<file path="src/core/spi_status_control_params.svh">
`ifndef SPI_STATUS_CONTROL_PARAMS_SVH
`define SPI_STATUS_CONTROL_PARAMS_SVH

// register byte offsets
`define SSC_OFS_STATUS 8'h00
`define SSC_OFS_DATA 8'h04
`define SSC_OFS_CONFIG 8'h08
`define SSC_OFS_IRQ_STAT 8'h0c
`define SSC_OFS_IRQ_MASK 8'h10

// port_status_register fields
`define SSC_BIT_ON 15
`define SSC_BIT_HALT 13
`define SSC_BEC_LSB 8
`define SSC_BIT_SHIFT_EMPTY 7
`define SSC_BIT_OVF 6
`define SSC_BIT_RX_EMPTY 5
`define SSC_SEL_LSB 2
`define SSC_BIT_TXF 1
`define SSC_BIT_RXF 0

// config register fields
`define SSC_BIT_EBE 0
`define SSC_BIT_MASTER 1

// irq status / mask fields
`define SSC_IRQ_BUF 0
`define SSC_IRQ_OVF 1

// reset values
`define SSC_RST_STATUS 16'h0000
`define SSC_RST_CONFIG 2'h0
`define SSC_RST_IRQ 2'h0

// timing
`define SSC_CLK_NS 8
`define SSC_SCK_HALF_NS 32

`endif

</file>
<file path="src/core/spi_status_control_pkg.sv">
package spi_status_control_pkg;

    typedef enum logic [2:0] {
        SEL_RX_EMPTIED = 3'b000,
        SEL_RX_AVAIL = 3'b001,
        SEL_TX_FULL = 3'b111
    } irq_sel_e;

    typedef enum logic {
        SH_IDLE = 1'b0,
        SH_RUN = 1'b1
    } shift_state_e;

    typedef enum logic [1:0] {
        RESP_OKAY = 2'b00,
        RESP_SLVERR = 2'b10
    } axi_resp_e;

endpackage

</file>
<file path="src/core/spi_shifter.sv">
`timescale 1ns/1ps
`default_nettype none

module spi_shifter #(
    parameter int WIDTH = 8,
    parameter int HALF = 4
) (
    input wire logic aclk, // clock
    input wire logic aresetn, // sync reset, low
    input wire logic enable, // port on
    input wire logic master, // master mode
    input wire logic tx_valid, // holding word present
    input wire logic [WIDTH-1:0] tx_data, // holding word
    output logic tx_take, // word moved to shifter
    output logic rx_done, // word completed
    output logic [WIDTH-1:0] rx_data, // completed word
    output logic busy, // shifter holds a word
    input wire logic sck_i, // clock pin in
    output logic sck_o, // clock pin out
    output logic sck_oe, // clock pin drive
    output logic sdo, // data out pin
    input wire logic sdi, // data in pin
    input wire logic sel_n // select pin, low
);
    localparam int CNT_W = $clog2(WIDTH);
    localparam int DIV_W = $clog2(HALF) + 1;

    logic sck_s1_q, sck_s2_q, sck_s3_q, sdi_s1_q, sdi_s2_q, sel_s1_q, sel_s2_q;
    spi_status_control_pkg::shift_state_e state_q, state_d;
    logic [CNT_W-1:0] cnt_q, cnt_d;
    logic [WIDTH-1:0] sr_q, sr_d, rxw_q, rxw_d;
    logic [DIV_W-1:0] div_q, div_d;
    logic in_bit_q, in_bit_d, sck_q, sck_d, done_q, done_d;
    logic div_hit, rise, fall, sel_act;

    always_ff @(posedge aclk) begin
        if (!aresetn) begin
            {sck_s1_q, sck_s2_q, sck_s3_q} <= 3'h0;
            {sdi_s1_q, sdi_s2_q} <= 2'h0;
            {sel_s1_q, sel_s2_q} <= 2'h3;
        end else begin
            // first stage only feeds the second
            sck_s1_q <= sck_i;
            sck_s2_q <= sck_s1_q;
            sck_s3_q <= sck_s2_q;
            sdi_s1_q <= sdi;
            sdi_s2_q <= sdi_s1_q;
            sel_s1_q <= sel_n;
            sel_s2_q <= sel_s1_q;
        end
    end

    always_comb begin
        div_hit = (state_q == spi_status_control_pkg::SH_RUN) && (div_q == DIV_W'(HALF - 1));
        rise = master ? (div_hit && !sck_q) : (sck_s2_q && !sck_s3_q);
        fall = master ? (div_hit && sck_q) : (!sck_s2_q && sck_s3_q);
        sel_act = !sel_s2_q;
        state_d = state_q;
        cnt_d = cnt_q;
        sr_d = sr_q;
        rxw_d = rxw_q;
        div_d = div_q;
        in_bit_d = in_bit_q;
        sck_d = sck_q;
        done_d = 1'b0;
        tx_take = 1'b0;
        case (state_q)
            spi_status_control_pkg::SH_IDLE: begin
                cnt_d = '0;
                div_d = '0;
                sck_d = 1'b0;
                if (enable && tx_valid && (master || sel_act)) begin
                    sr_d = tx_data;
                    tx_take = 1'b1;
                    state_d = spi_status_control_pkg::SH_RUN;
                end else if (enable && !master && sel_act && rise) begin
                    // slave clocked with nothing queued shifts out zeros
                    sr_d = '0;
                    in_bit_d = sdi_s2_q;
                    state_d = spi_status_control_pkg::SH_RUN;
                end
            end
            spi_status_control_pkg::SH_RUN: begin
                if (master) begin
                    div_d = div_hit ? '0 : div_q + 1'b1;
                    if (div_hit) begin
                        sck_d = !sck_q;
                    end
                end
                if (rise) begin
                    in_bit_d = sdi_s2_q;
                end
                if (fall) begin
                    if (cnt_q == CNT_W'(WIDTH - 1)) begin
                        rxw_d = {sr_q[WIDTH-2:0], in_bit_q};
                        done_d = 1'b1;
                        state_d = spi_status_control_pkg::SH_IDLE;
                    end else begin
                        sr_d = {sr_q[WIDTH-2:0], in_bit_q};
                        cnt_d = cnt_q + 1'b1;
                    end
                end
                // deselect drops a started word; a loaded one waits
                if (!enable || (!master && !sel_act && cnt_q != '0)) begin
                    state_d = spi_status_control_pkg::SH_IDLE;
                end
            end
            default: begin
                state_d = spi_status_control_pkg::SH_IDLE;
            end
        endcase
    end

    always_ff @(posedge aclk) begin
        if (!aresetn) begin
            state_q <= spi_status_control_pkg::SH_IDLE;
            cnt_q <= '0;
            sr_q <= '0;
            rxw_q <= '0;
            div_q <= '0;
            in_bit_q <= 1'b0;
            sck_q <= 1'b0;
            done_q <= 1'b0;
        end else begin
            state_q <= state_d;
            cnt_q <= cnt_d;
            sr_q <= sr_d;
            rxw_q <= rxw_d;
            div_q <= div_d;
            in_bit_q <= in_bit_d;
            sck_q <= sck_d;
            done_q <= done_d;
        end
    end

    assign rx_done = done_q;
    assign rx_data = rxw_q;
    assign busy = (state_q == spi_status_control_pkg::SH_RUN);
    assign sck_o = sck_q;
    assign sck_oe = enable && master;
    assign sdo = sr_q[WIDTH-1];

endmodule // spi_shifter

`default_nettype wire

</file>
<file path="src/core/spi_status_control.sv">
// Functional notes
// - count field bits 10-8 shows pending transfers (master) or unread words (slave).
// - enhanced mode: rx empty flag bit 5 high exactly while rx FIFO empty.
// - selector bits 4-2 picks buffer interrupt condition, honoured only in enhanced mode.
// - selector 111 raises interrupt when transmit buffer becomes full.
// - standard mode: tx full bit 1 set on write, cleared on shifter load.
// - enhanced mode: rx full bit 0 set when last location filled.
//
// Chosen here: the AXI4-Lite interface to the registers and the placing of the registers.
`include "spi_status_control_params.svh"
`timescale 1ns/1ps
`default_nettype none

module spi_status_control #(
    parameter int DEPTH = 8,
    parameter int WIDTH = 8
) (
    input wire logic aclk, // clock, 125 MHz
    input wire logic aresetn, // sync reset, low
    input wire logic s_axi_awvalid, // write address valid
    output logic s_axi_awready, // write address ready
    input wire logic [7:0] s_axi_awaddr, // write address
    input wire logic s_axi_wvalid, // write data valid
    output logic s_axi_wready, // write data ready
    input wire logic [31:0] s_axi_wdata, // write data
    input wire logic [3:0] s_axi_wstrb, // byte strobes
    output logic s_axi_bvalid, // write response valid
    input wire logic s_axi_bready, // write response ready
    output logic [1:0] s_axi_bresp, // write response
    input wire logic s_axi_arvalid, // read address valid
    output logic s_axi_arready, // read address ready
    input wire logic [7:0] s_axi_araddr, // read address
    output logic s_axi_rvalid, // read data valid
    input wire logic s_axi_rready, // read data ready
    output logic [31:0] s_axi_rdata, // read data
    output logic [1:0] s_axi_rresp, // read response
    input wire logic serial_clock_pin_i, // shift clock in
    output logic serial_clock_pin_o, // shift clock out
    output logic serial_clock_pin_oe, // shift clock drive
    output logic serial_out_pin, // serial data out
    input wire logic serial_in_pin, // serial data in
    input wire logic select_pin_n, // slave select, low
    output logic irq // level interrupt
);
    localparam int CW = $clog2(DEPTH + 1);
    localparam int PW = $clog2(DEPTH);
    localparam int HALF_RAW = `SSC_SCK_HALF_NS / `SSC_CLK_NS;
    localparam int SCK_HALF = (HALF_RAW < 1) ? 1 : HALF_RAW;

    // decode shared by read and write paths
    function automatic logic [2:0] reg_index(input logic [7:0] a);
        case (a)
            `SSC_OFS_STATUS: reg_index = 3'h0;
            `SSC_OFS_DATA: reg_index = 3'h1;
            `SSC_OFS_CONFIG: reg_index = 3'h2;
            `SSC_OFS_IRQ_STAT: reg_index = 3'h3;
            `SSC_OFS_IRQ_MASK: reg_index = 3'h4;
            default: reg_index = 3'h7;
        endcase
    endfunction

    logic [WIDTH-1:0] tx_mem [DEPTH];
    logic [WIDTH-1:0] rx_mem [DEPTH];

    logic port_on_q, port_on_d, halt_q, halt_d, ovf_q, ovf_d, ebe_q, ebe_d, master_q, master_d;
    logic [2:0] sel_q, sel_d;
    logic [1:0] irq_stat_q, irq_stat_d, irq_mask_q, irq_mask_d;
    logic [CW-1:0] tx_cnt_q, tx_cnt_d, rx_cnt_q, rx_cnt_d;
    logic [PW-1:0] tx_wp_q, tx_wp_d, tx_rp_q, tx_rp_d, rx_wp_q, rx_wp_d, rx_rp_q, rx_rp_d;
    logic txf_prev_q, rxne_prev_q;
    logic aw_hold_q, aw_hold_d, w_hold_q, w_hold_d, bvalid_q, bvalid_d, rvalid_q, rvalid_d;
    logic [7:0] awaddr_q, awaddr_d;
    logic [31:0] wdata_q, wdata_d, rdata_q, rdata_d;
    logic [3:0] wstrb_q, wstrb_d;
    logic [1:0] bresp_q, bresp_d, rresp_q, rresp_d;

    logic [CW-1:0] cap;
    logic tx_full, rx_full, rx_empty, wr_fire, rd_fire, tx_push, rx_push, rx_pop, buf_evt;
    logic tx_take, rx_done, busy;
    logic [WIDTH-1:0] rx_word;
    logic [2:0] wr_idx, rd_idx, bec;
    logic [15:0] status_word;

    spi_shifter #(
        .WIDTH(WIDTH),
        .HALF(SCK_HALF)
    ) u_shifter (
        .aclk(aclk),
        .aresetn(aresetn),
        .enable(port_on_q),
        .master(master_q),
        .tx_valid(tx_cnt_q != '0),
        .tx_data(tx_mem[tx_rp_q]),
        .tx_take(tx_take),
        .rx_done(rx_done),
        .rx_data(rx_word),
        .busy(busy),
        .sck_i(serial_clock_pin_i),
        .sck_o(serial_clock_pin_o),
        .sck_oe(serial_clock_pin_oe),
        .sdo(serial_out_pin),
        .sdi(serial_in_pin),
        .sel_n(select_pin_n)
    );

    always_comb begin
        // standard mode behaves as a single holding word
        cap = ebe_q ? CW'(DEPTH) : CW'(1);
        tx_full = (tx_cnt_q == cap);
        rx_full = (rx_cnt_q == cap);
        rx_empty = (rx_cnt_q == '0);
        wr_fire = aw_hold_q && w_hold_q && !bvalid_q;
        rd_fire = s_axi_arvalid && s_axi_arready;
        wr_idx = reg_index(awaddr_q);
        rd_idx = reg_index(s_axi_araddr);
        bec = master_q ? tx_cnt_q[2:0] : rx_cnt_q[2:0];
        status_word = `SSC_RST_STATUS;
        status_word[`SSC_BIT_ON] = port_on_q;
        status_word[`SSC_BIT_HALT] = halt_q;
        status_word[`SSC_BEC_LSB +: 3] = bec;
        status_word[`SSC_BIT_SHIFT_EMPTY] = !busy;
        status_word[`SSC_BIT_OVF] = ovf_q;
        status_word[`SSC_BIT_RX_EMPTY] = ebe_q && rx_empty;
        status_word[`SSC_SEL_LSB +: 3] = sel_q;
        status_word[`SSC_BIT_TXF] = tx_full;
        status_word[`SSC_BIT_RXF] = rx_full;
        // writes to a full transmit buffer are dropped
        tx_push = wr_fire && (wr_idx == 3'h1) && wstrb_q[0] && !tx_full && port_on_q;
        rx_push = rx_done && !rx_full;
        rx_pop = rd_fire && (rd_idx == 3'h1) && !rx_empty;
        if (ebe_q) begin
            case (spi_status_control_pkg::irq_sel_e'(sel_q))
                spi_status_control_pkg::SEL_TX_FULL: buf_evt = tx_full && !txf_prev_q;
                spi_status_control_pkg::SEL_RX_AVAIL: buf_evt = !rx_empty && !rxne_prev_q;
                spi_status_control_pkg::SEL_RX_EMPTIED: buf_evt = rx_empty && rxne_prev_q;
                default: buf_evt = 1'b0;
            endcase
        end else begin
            buf_evt = rx_push;
        end

        port_on_d = port_on_q;
        halt_d = halt_q;
        sel_d = sel_q;
        ovf_d = ovf_q;
        ebe_d = ebe_q;
        master_d = master_q;
        irq_mask_d = irq_mask_q;
        irq_stat_d = irq_stat_q;
        if (wr_fire) begin
            case (wr_idx)
                3'h0: begin
                    if (wstrb_q[1]) begin
                        port_on_d = wdata_q[`SSC_BIT_ON];
                        halt_d = wdata_q[`SSC_BIT_HALT];
                    end
                    if (wstrb_q[0]) begin
                        sel_d = wdata_q[`SSC_SEL_LSB +: 3];
                        ovf_d = ovf_q && wdata_q[`SSC_BIT_OVF];
                    end
                end
                3'h2: begin
                    if (wstrb_q[0]) begin
                        ebe_d = wdata_q[`SSC_BIT_EBE];
                        master_d = wdata_q[`SSC_BIT_MASTER];
                    end
                end
                3'h3: begin
                    if (wstrb_q[0]) begin
                        irq_stat_d = irq_stat_q & ~wdata_q[1:0];
                    end
                end
                3'h4: begin
                    if (wstrb_q[0]) begin
                        irq_mask_d = wdata_q[1:0];
                    end
                end
                default: begin
                end
            endcase
        end
        // set wins over a clear in the same cycle
        if (rx_done && rx_full) begin
            ovf_d = 1'b1;
            irq_stat_d[`SSC_IRQ_OVF] = 1'b1;
        end
        if (buf_evt) begin
            irq_stat_d[`SSC_IRQ_BUF] = 1'b1;
        end

        tx_cnt_d = tx_cnt_q + CW'(tx_push) - CW'(tx_take);
        tx_wp_d = tx_push ? tx_wp_q + 1'b1 : tx_wp_q;
        tx_rp_d = tx_take ? tx_rp_q + 1'b1 : tx_rp_q;
        rx_cnt_d = rx_cnt_q + CW'(rx_push) - CW'(rx_pop);
        rx_wp_d = rx_push ? rx_wp_q + 1'b1 : rx_wp_q;
        rx_rp_d = rx_pop ? rx_rp_q + 1'b1 : rx_rp_q;
        // a disabled port or a switch between standard and enhanced mode flushes both buffers
        if (!port_on_q || (ebe_d != ebe_q)) begin
            {tx_cnt_d, rx_cnt_d} = '0;
            {tx_wp_d, tx_rp_d, rx_wp_d, rx_rp_d} = '0;
        end

        aw_hold_d = aw_hold_q || (s_axi_awvalid && s_axi_awready);
        w_hold_d = w_hold_q || (s_axi_wvalid && s_axi_wready);
        awaddr_d = (s_axi_awvalid && s_axi_awready) ? s_axi_awaddr : awaddr_q;
        wdata_d = (s_axi_wvalid && s_axi_wready) ? s_axi_wdata : wdata_q;
        wstrb_d = (s_axi_wvalid && s_axi_wready) ? s_axi_wstrb : wstrb_q;
        bvalid_d = bvalid_q && !s_axi_bready;
        bresp_d = bresp_q;
        if (wr_fire) begin
            aw_hold_d = 1'b0;
            w_hold_d = 1'b0;
            bvalid_d = 1'b1;
            bresp_d = (wr_idx == 3'h7) ? spi_status_control_pkg::RESP_SLVERR : spi_status_control_pkg::RESP_OKAY;
        end
        rvalid_d = rvalid_q && !s_axi_rready;
        rdata_d = rdata_q;
        rresp_d = rresp_q;
        if (rd_fire) begin
            rvalid_d = 1'b1;
            rresp_d = spi_status_control_pkg::RESP_OKAY;
            case (rd_idx)
                3'h0: rdata_d = {16'h0000, status_word};
                3'h1: rdata_d = rx_empty ? 32'h0000_0000 : 32'(rx_mem[rx_rp_q]);
                3'h2: rdata_d = {30'h0000_0000, master_q, ebe_q};
                3'h3: rdata_d = {30'h0000_0000, irq_stat_q};
                3'h4: rdata_d = {30'h0000_0000, irq_mask_q};
                default: begin
                    rdata_d = 32'h0000_0000;
                    rresp_d = spi_status_control_pkg::RESP_SLVERR;
                end
            endcase
        end
    end

    always_ff @(posedge aclk) begin
        if (!aresetn) begin
            {port_on_q, halt_q, ovf_q} <= 3'h0;
            sel_q <= 3'h0;
            {master_q, ebe_q} <= `SSC_RST_CONFIG;
            irq_stat_q <= `SSC_RST_IRQ;
            irq_mask_q <= `SSC_RST_IRQ;
            {tx_cnt_q, rx_cnt_q} <= '0;
            {tx_wp_q, tx_rp_q, rx_wp_q, rx_rp_q} <= '0;
            {txf_prev_q, rxne_prev_q} <= 2'h0;
            {aw_hold_q, w_hold_q, bvalid_q, rvalid_q} <= 4'h0;
            awaddr_q <= 8'h00;
            wdata_q <= 32'h0000_0000;
            wstrb_q <= 4'h0;
            rdata_q <= 32'h0000_0000;
            {bresp_q, rresp_q} <= 4'h0;
        end else begin
            port_on_q <= port_on_d;
            halt_q <= halt_d;
            ovf_q <= ovf_d;
            sel_q <= sel_d;
            ebe_q <= ebe_d;
            master_q <= master_d;
            irq_stat_q <= irq_stat_d;
            irq_mask_q <= irq_mask_d;
            tx_cnt_q <= tx_cnt_d;
            rx_cnt_q <= rx_cnt_d;
            tx_wp_q <= tx_wp_d;
            tx_rp_q <= tx_rp_d;
            rx_wp_q <= rx_wp_d;
            rx_rp_q <= rx_rp_d;
            txf_prev_q <= tx_full;
            rxne_prev_q <= !rx_empty;
            aw_hold_q <= aw_hold_d;
            w_hold_q <= w_hold_d;
            bvalid_q <= bvalid_d;
            rvalid_q <= rvalid_d;
            awaddr_q <= awaddr_d;
            wdata_q <= wdata_d;
            wstrb_q <= wstrb_d;
            rdata_q <= rdata_d;
            bresp_q <= bresp_d;
            rresp_q <= rresp_d;
        end
    end

    // storage needs no reset; counts guard every read
    always_ff @(posedge aclk) begin
        if (tx_push) begin
            tx_mem[tx_wp_q] <= wdata_q[WIDTH-1:0];
        end
        if (rx_push) begin
            rx_mem[rx_wp_q] <= rx_word;
        end
    end

    assign s_axi_awready = !aw_hold_q && !bvalid_q;
    assign s_axi_wready = !w_hold_q && !bvalid_q;
    assign s_axi_bvalid = bvalid_q;
    assign s_axi_bresp = bresp_q;
    assign s_axi_arready = !rvalid_q;
    assign s_axi_rvalid = rvalid_q;
    assign s_axi_rdata = rdata_q;
    assign s_axi_rresp = rresp_q;
    assign irq = |(irq_stat_q & irq_mask_q);

endmodule // spi_status_control

`default_nettype wire

</file>
<file path="config.mk">
export PLATFORM = sky130hd
export DESIGN_NAME = spi_status_control
export DESIGN_NICKNAME = d
export VERILOG_FILES = /design/src/core/spi_status_control_pkg.sv /design/src/core/spi_shifter.sv /design/src/core/spi_status_control.sv
export VERILOG_INCLUDE_DIRS = /design/src /design/src/core
export SDC_FILE = /design/constraint.sdc
export NUM_CORES = 1
export LEC_CHECK = 0
export ABC_CLOCK_PERIOD_IN_PS = 3180
export BUFFER_PORTS_ARGS = -buffer_cell sky130_fd_sc_hd__buf_4
export CORE_UTILIZATION = 45
export CTS_CLUSTER_SIZE = 10
export DETAILED_ROUTE_END_ITERATION = 10
export PLACE_DENSITY_LB_ADDON = 0.3
export SYNTH_ARGS = -nofsm -noshare
export SYNTH_HDL_FRONTEND = slang
export SYNTH_SLANG_ARGS = --single-unit
</file>
<file path="constraint.sdc">
create_clock -name aclk -period 3.18 [get_ports aclk]
set_input_delay 0.636 -clock aclk [delete_from_list [all_inputs] [get_ports aclk]]
set_output_delay 0.636 -clock aclk [all_outputs]
set_load 0.03 [all_outputs]
</file>
# After elaboration in Yosys (flattened, before gate mapping)
# Memory sizes are Yosys's and may differ from the RTL's. A register that Yosys moved wholly into a read port is not among the register bits.
# Index checks and enable logic that the tools add are counted.
# Widths: inputs -> output; s select.
# op_classes
n_addsub,10
eq_ne,32
muxes,61
bitwise,5
reduce_logical,90
# op_table
op,count
$pmux 16 s5,1
$mux 8,5
$logic_and 1x1->1,35
$reduce_and 3->1,11
$eq 8x4->1 const B,4
$mux 1,31
$pmux 3 s5,2
$mux 3,9
$add 3x1->3 const B,6
$logic_not 1->1,18
$eq 8x3->1 const B,2
$eq 8x5->1 const B,2
$logic_not 8->1,2
$pmux 8 s2,1
$eq 3x2->1 const B,5
$eq 3x3->1 const B,5
$reduce_bool 2->1,7
$ne 2x2->1 const B,6
$pmux 3 s2,2
$mux 2,5
$eq 3x1->1 const B,3
$logic_not 3->1,3
$add 4x1->4,2
$eq 4x4->1,2
17 further kinds,29
# totals
register_bits,133
mem_bits_rw,128
elab_cells,242
n_memories,2
# memory_table
memory,depth,width,rd,rd_clocked_by_memory_dff,write_ports,line_no,rtl
rx_mem,8,8,1,1,1,spi_status_control.sv:63,logic [WIDTH-1:0] rx_mem [DEPTH];
tx_mem,8,8,1,1,1,spi_status_control.sv:62,logic [WIDTH-1:0] tx_mem [DEPTH];

# Depth between registers and ports, before layout
# logic_depth
ltp_word,9
mapped_depth,13

# Modules after synthesis
# From an unflattened synthesis, not the netlist that was laid out.
# unflattened
hier_cells,790
hier_area_um2,10129.7
# by_module_without_submodules
mod,n_inst,cells_each,area_each_um2
spi_status_control,1,646,8730.9
spi_shifter,1,144,1398.8

# Worst setup path after synthesis
# OpenSTA, ideal clock, no wires.
# synth_path
path_kind,input -> register
start,input s_axi_araddr[7]
end,register rx_cnt_q[2]
t_arrival_ps,2686
required_ps,3066
slack_ps,380
path_stages,10
path_buffers,0
cell_sequence,or4_4 > or3_4 > nor3_1 > ha_1 > inv_1 > ha_1 > inv_1 > fa_1 > xor2_1 > nor2_1
# synth_between
elab_chain_len,6
elab_cells_between_ends,10
# synth_rtl
element,line_no,rtl
"start, declared",spi_status_control.sv:32,"input wire logic [7:0] s_axi_araddr,"
"$eq 8x5->1, or another cell as far along",spi_status_control.sv:52,case (a)
$pmux 3 s5 *,spi_status_control.sv:52,
$eq 3x1->1 *,spi_status_control.sv:130,rx_pop = rd_fire && (rd_idx == 3'h1) && !rx_empty;
$logic_and 1x1->1 * (2 in a row),spi_status_control.sv:130,
via rx_pop,spi_status_control.sv:78,"logic tx_full, rx_full, rx_empty, wr_fire, rd_fire, tx_push, rx_push, rx_pop, buf_evt;"
$sub 4x1->4 *,spi_status_control.sv:194,rx_cnt_d = rx_cnt_q + CW'(rx_push) - CW'(rx_pop);
"end signal, assigned",spi_status_control.sv:262,rx_cnt_q <= rx_cnt_d;
"end, declared",spi_status_control.sv:68,"logic [CW-1:0] tx_cnt_q, tx_cnt_d, rx_cnt_q, rx_cnt_d;"
# The timed path passes the listed nets; every way through them passes the cells marked *.
# A chain may end at the register's enable or synchronous reset.

# Final worst setup path
# layout_path
start,register awaddr_q[6]
end,register tx_cnt_q[2]
# layout_between
elab_chain_len,9
elab_cells_between_ends,19
# layout_rtl
element,line_no,rtl
"start, declared",spi_status_control.sv:72,"logic [7:0] awaddr_q, awaddr_d;"
"start signal, assigned",spi_status_control.sv:273,awaddr_q <= awaddr_d;
"$eq 8x5->1, or another cell as far along",spi_status_control.sv:52,
$pmux 3 s5 *,spi_status_control.sv:52,
$eq 3x1->1,spi_status_control.sv:128,tx_push = wr_fire && (wr_idx == 3'h1) && wstrb_q[0] && !tx_full && port_on_q;
$logic_and 1x1->1 (4 in a row),spi_status_control.sv:128,
$add 4x1->4,spi_status_control.sv:191,tx_cnt_d = tx_cnt_q + CW'(tx_push) - CW'(tx_take);
$sub 4x1->4,spi_status_control.sv:191,
"end signal, assigned",spi_status_control.sv:261,tx_cnt_q <= tx_cnt_d;
"end, declared",spi_status_control.sv:68,
# Mark *: on every way between the ends. The rest lies on a longest branch, timed or not.

==> run_results.csv <==
group,metric,value,unit
synth,synth_top_family_by_area,"simple AND/OR/NAND/NOR gates",
layout,finalNonFillerCells,1181,
place,place_congestion,0.780,
drt,vias,6233,
power,p_comb_frac,0.033,
die,die_w,150,µm
global_routing,track_usage,0.189,
synth,synth_compound_area_frac,0.0807,
drt,wire_per_inst,17.4,µm
critical_path,path_cells,"or4_4 > nor3_1 > nor4bb_2 > inv_1 > ha_1 > inv_1 > ha_1 > fa_1 > xnor2_1 > nor2_1",
drt,ant_nets,0,
global_routing,gr-total-overflow,0,
die,die_area,22500,µm²
drt,drt_iter0_drc,409,
place,place_inst,1133,
power,switching_share,0.211,
clock_network,cts-hold-fix-buffers,0,
die,ioPinCount,107,
clock_network,cts_resized,0,
critical_path,path_delay_family,"simple AND/OR/NAND/NOR gates",
global_routing,grt_pass1_vias,6102,
timing,slew_viol_final,0,
synth,synth.avg_cell_area,12.2,µm²
clock_network,clk_pin_slew,60,ps
layout,drive_gt1_frac,0.173,
timing,fin_worst_skew,14.4,ps
timing,finalCritPeriodShare,0.909,
drt,drc,0,
critical_path,critPathSlowestCell,"or4_4",
timing,relSlewSlack,0.457,
clock_network,root_buffer,"clkbuf_16",
critical_path,crit_buf_inv,2,
run,cap_violations,0,
critical_path,required,3590,ps
drt,drt-total-wl,20600,µm
timing,timing.final.ws_setup,290,ps
die,initial_core_util,0.464,
place,dp_slack,130,ps
layout,final_nets,970,
clock_network,cts_buffers,28,
critical_path,cp.arrival,3300,ps
drt,via_per_inst,5.28,
synth,synthCells,809,
synth,muxShareOfSynthArea,0.0973,
power,powerDensity,556,nW/µm²
synth,yosysUniqueCellTypes,60,
place,portBuffers,61,
critical_path,max_stage_delay,570,ps
run_status,status,"finished, final reports clean",
timing,max_freq,0.346,GHz
layout,syn_to_final_growth,16.0,%
synth,async_flop_share,0,
synth,synth_edf_count,128,
global_routing,grt_max_degree,32,
synth,ys_warn_count,0,
critical_path,endpoint_kind,"register",
clock_network,htreeDepth,1,
die,row_count,53,
power,seqPwrFrac,0.521,
critical_path,path_max_fanout,4,
synth,ys_seq_area_frac,0.616,
power,leakage,4.10,nW
timing,period_minus_slack,2890,ps
timing,grt_setup_unrepaired,"false",
min_path,hold_path_class,"in2reg",
timing,setup_viol,0,
die,coreArea,21300,µm²
synth,synth_fa_ha_area_frac,0.0269,
clock_network,cts_tree,"done",
die,die-height,150,µm
power,intPower,5.03,mW
synth,ys.flop_type,"edfxtp_1",
synth,synth-xor-area-share,0.0115,
drt,first_pass_iters,4,
timing,finalHoldViolCount,0,
power,ir_drop,431,µV
timing,worst_pin_slew,811,ps
place,hpwl,13800,µm
synth,yosys.area_share.simple,0.124,
clock_network,clockBufferDepth,3,
clock_network,post_cts_buffers,0,
layout,n_antenna_cell,0,
timing,setup_tns,0,ps
clock_network,cts_num_sinks,240,
critical_path,path_class,"reg2reg",
layout,layout_commonest_cell,"edfxtp_1",
global_routing,grt_pass1_wl,32700,µm
critical_path,critPathLaunchType,"register",
clock_network,clock_latency,520,ps
global_routing,antenna_found_initial,0,
power,p_switching,1.34,mW
layout,mostFrequentLayoutCells,"edfxtp_1 (128), dfxtp_1 (111), buf_4 (89), nor2_1 (79), nand2_1 (70)",
layout,fillers,1793,
synth,netlist_area,9870,µm²
synth,synth-seq-cells,240,
power,pwr-share-clk,0.446,
## path summary, 6_finish.rpt
check / cells after the start / slack (ps) / start / to
hold reg to reg: 1 / 410 / u_shifter.sel_s1_q$_SDFF_PN1_ / u_shifter.sel_s2_q$_SDFF_PN1_
setup / recovery: 10 / 290 / awaddr_q[6]$_SDFFE_PN0P_ / tx_cnt_q[2]$_SDFF_PP0_
hold / removal: 2 / 290 / select_pin_n / u_shifter.sel_s1_q$_SDFF_PN1_
setup reg to reg: 10 / 290 / awaddr_q[6]$_SDFFE_PN0P_ / tx_cnt_q[2]$_SDFF_PP0_
## Yosys cell counts (9+ instances only)
cell type | count | area, µm²
mux4_2 | 14 | 315
ha_1 | 18 | 225
nor3_1 | 11 | 55.1
nand3_1 | 17 | 85.1
a21oi_1 | 39 | 195
nor2_1 | 80 | 300
mux2i_1 | 60 | 601
clkbuf_1 | 24 | 90.1
nand2b_1 | 14 | 87.6
edfxtp_1 | 128 | 3840
dfxtp_1 | 112 | 2240
and2_1 | 9 | 56.3
o21ai_0 | 23 | 115
nand2_1 | 70 | 263
a22oi_1 | 26 | 195
inv_1 | 26 | 97.6
buf_2 | 9 | 45.0
buf_4 | 23 | 173
## through the flow
stage / util / power [mW] / hold WS (ps) / cell area (µm²)
2_1_floorplan: - / 3.52 / 386 / 9950
3_3_place_gp: 0.500 / 3.59 / 394 / 10600
3_5_place_dp: 0.500 / 3.59 / 393 / 10600
4_1_cts: 0.538 / 6.40 / 284 / 11400
5_1_grt: 0.538 / 6.57 / 281 / 11500
6_report: 0.538 / 6.37 / 295 / 11500
## power by group through the flow
stage / logic, mW / registers (mW) / clock network [mW]
global route: 0.229 / 3.32 / 3.02
finish: 0.208 / 3.32 / 2.84
floorplan: 0.151 / 3.37 / 0
global placement: 0.204 / 3.38 / 0
detailed placement: 0.206 / 3.39 / 0
CTS: 0.207 / 3.32 / 2.88
## routing by layer
layer	vias to the layer above	routed length, µm	global-route usage
met5	-	0	0
li1	3057	-	-
met4	0	465	0.0566
met1	2992	9400	0.254
met3	42	801	0.0264
met2	142	9920	0.319
## state kept, by name, indices dropped and copies added (netlist names), 2 cells and up, named ones only
signal	cells
rx_mem	64
tx_mem	64
s_axi_rdata	13
wdata_q	10
awaddr_q	8
u_shifter.rx_data	8
u_shifter.sr_q	8
rx_cnt_q	4
tx_cnt_q	4
rx_rp_q	3
rx_wp_q	3
sel_q	3
tx_rp_q	3
tx_wp_q	3
u_shifter.cnt_q	3
u_shifter.div_q	3
irq_mask_q	2
irq_stat_q	2
wstrb_q	2
## final cells by class
class,count,area [µm²],share of cell area
Clock buffer,47,793,0.0693
Clock inverter,1,8.76,0.000765
Inverter,26,97.6,0.00852
Multi-Input combinational cell,503,3460,0.302
Sequential cell,240,6090,0.531
Tap cell,275,344,0.0300
Timing Repair Buffer,89,668,0.0583
## logic make-up after synthesis
| kind of cell | Yosys count |
|---|---|
| AND/OR/NAND/NOR | 247 |
| other | 1 |
| AO/OA/AOI/OAI | 124 |
| buffers and inverters | 86 |
| adder cells (fa/ha/maj) | 20 |
| multiplexers | 78 |
| XOR/XNOR | 13 |
| flip-flops | 240 |
Power figures use the tool's default switching activity.
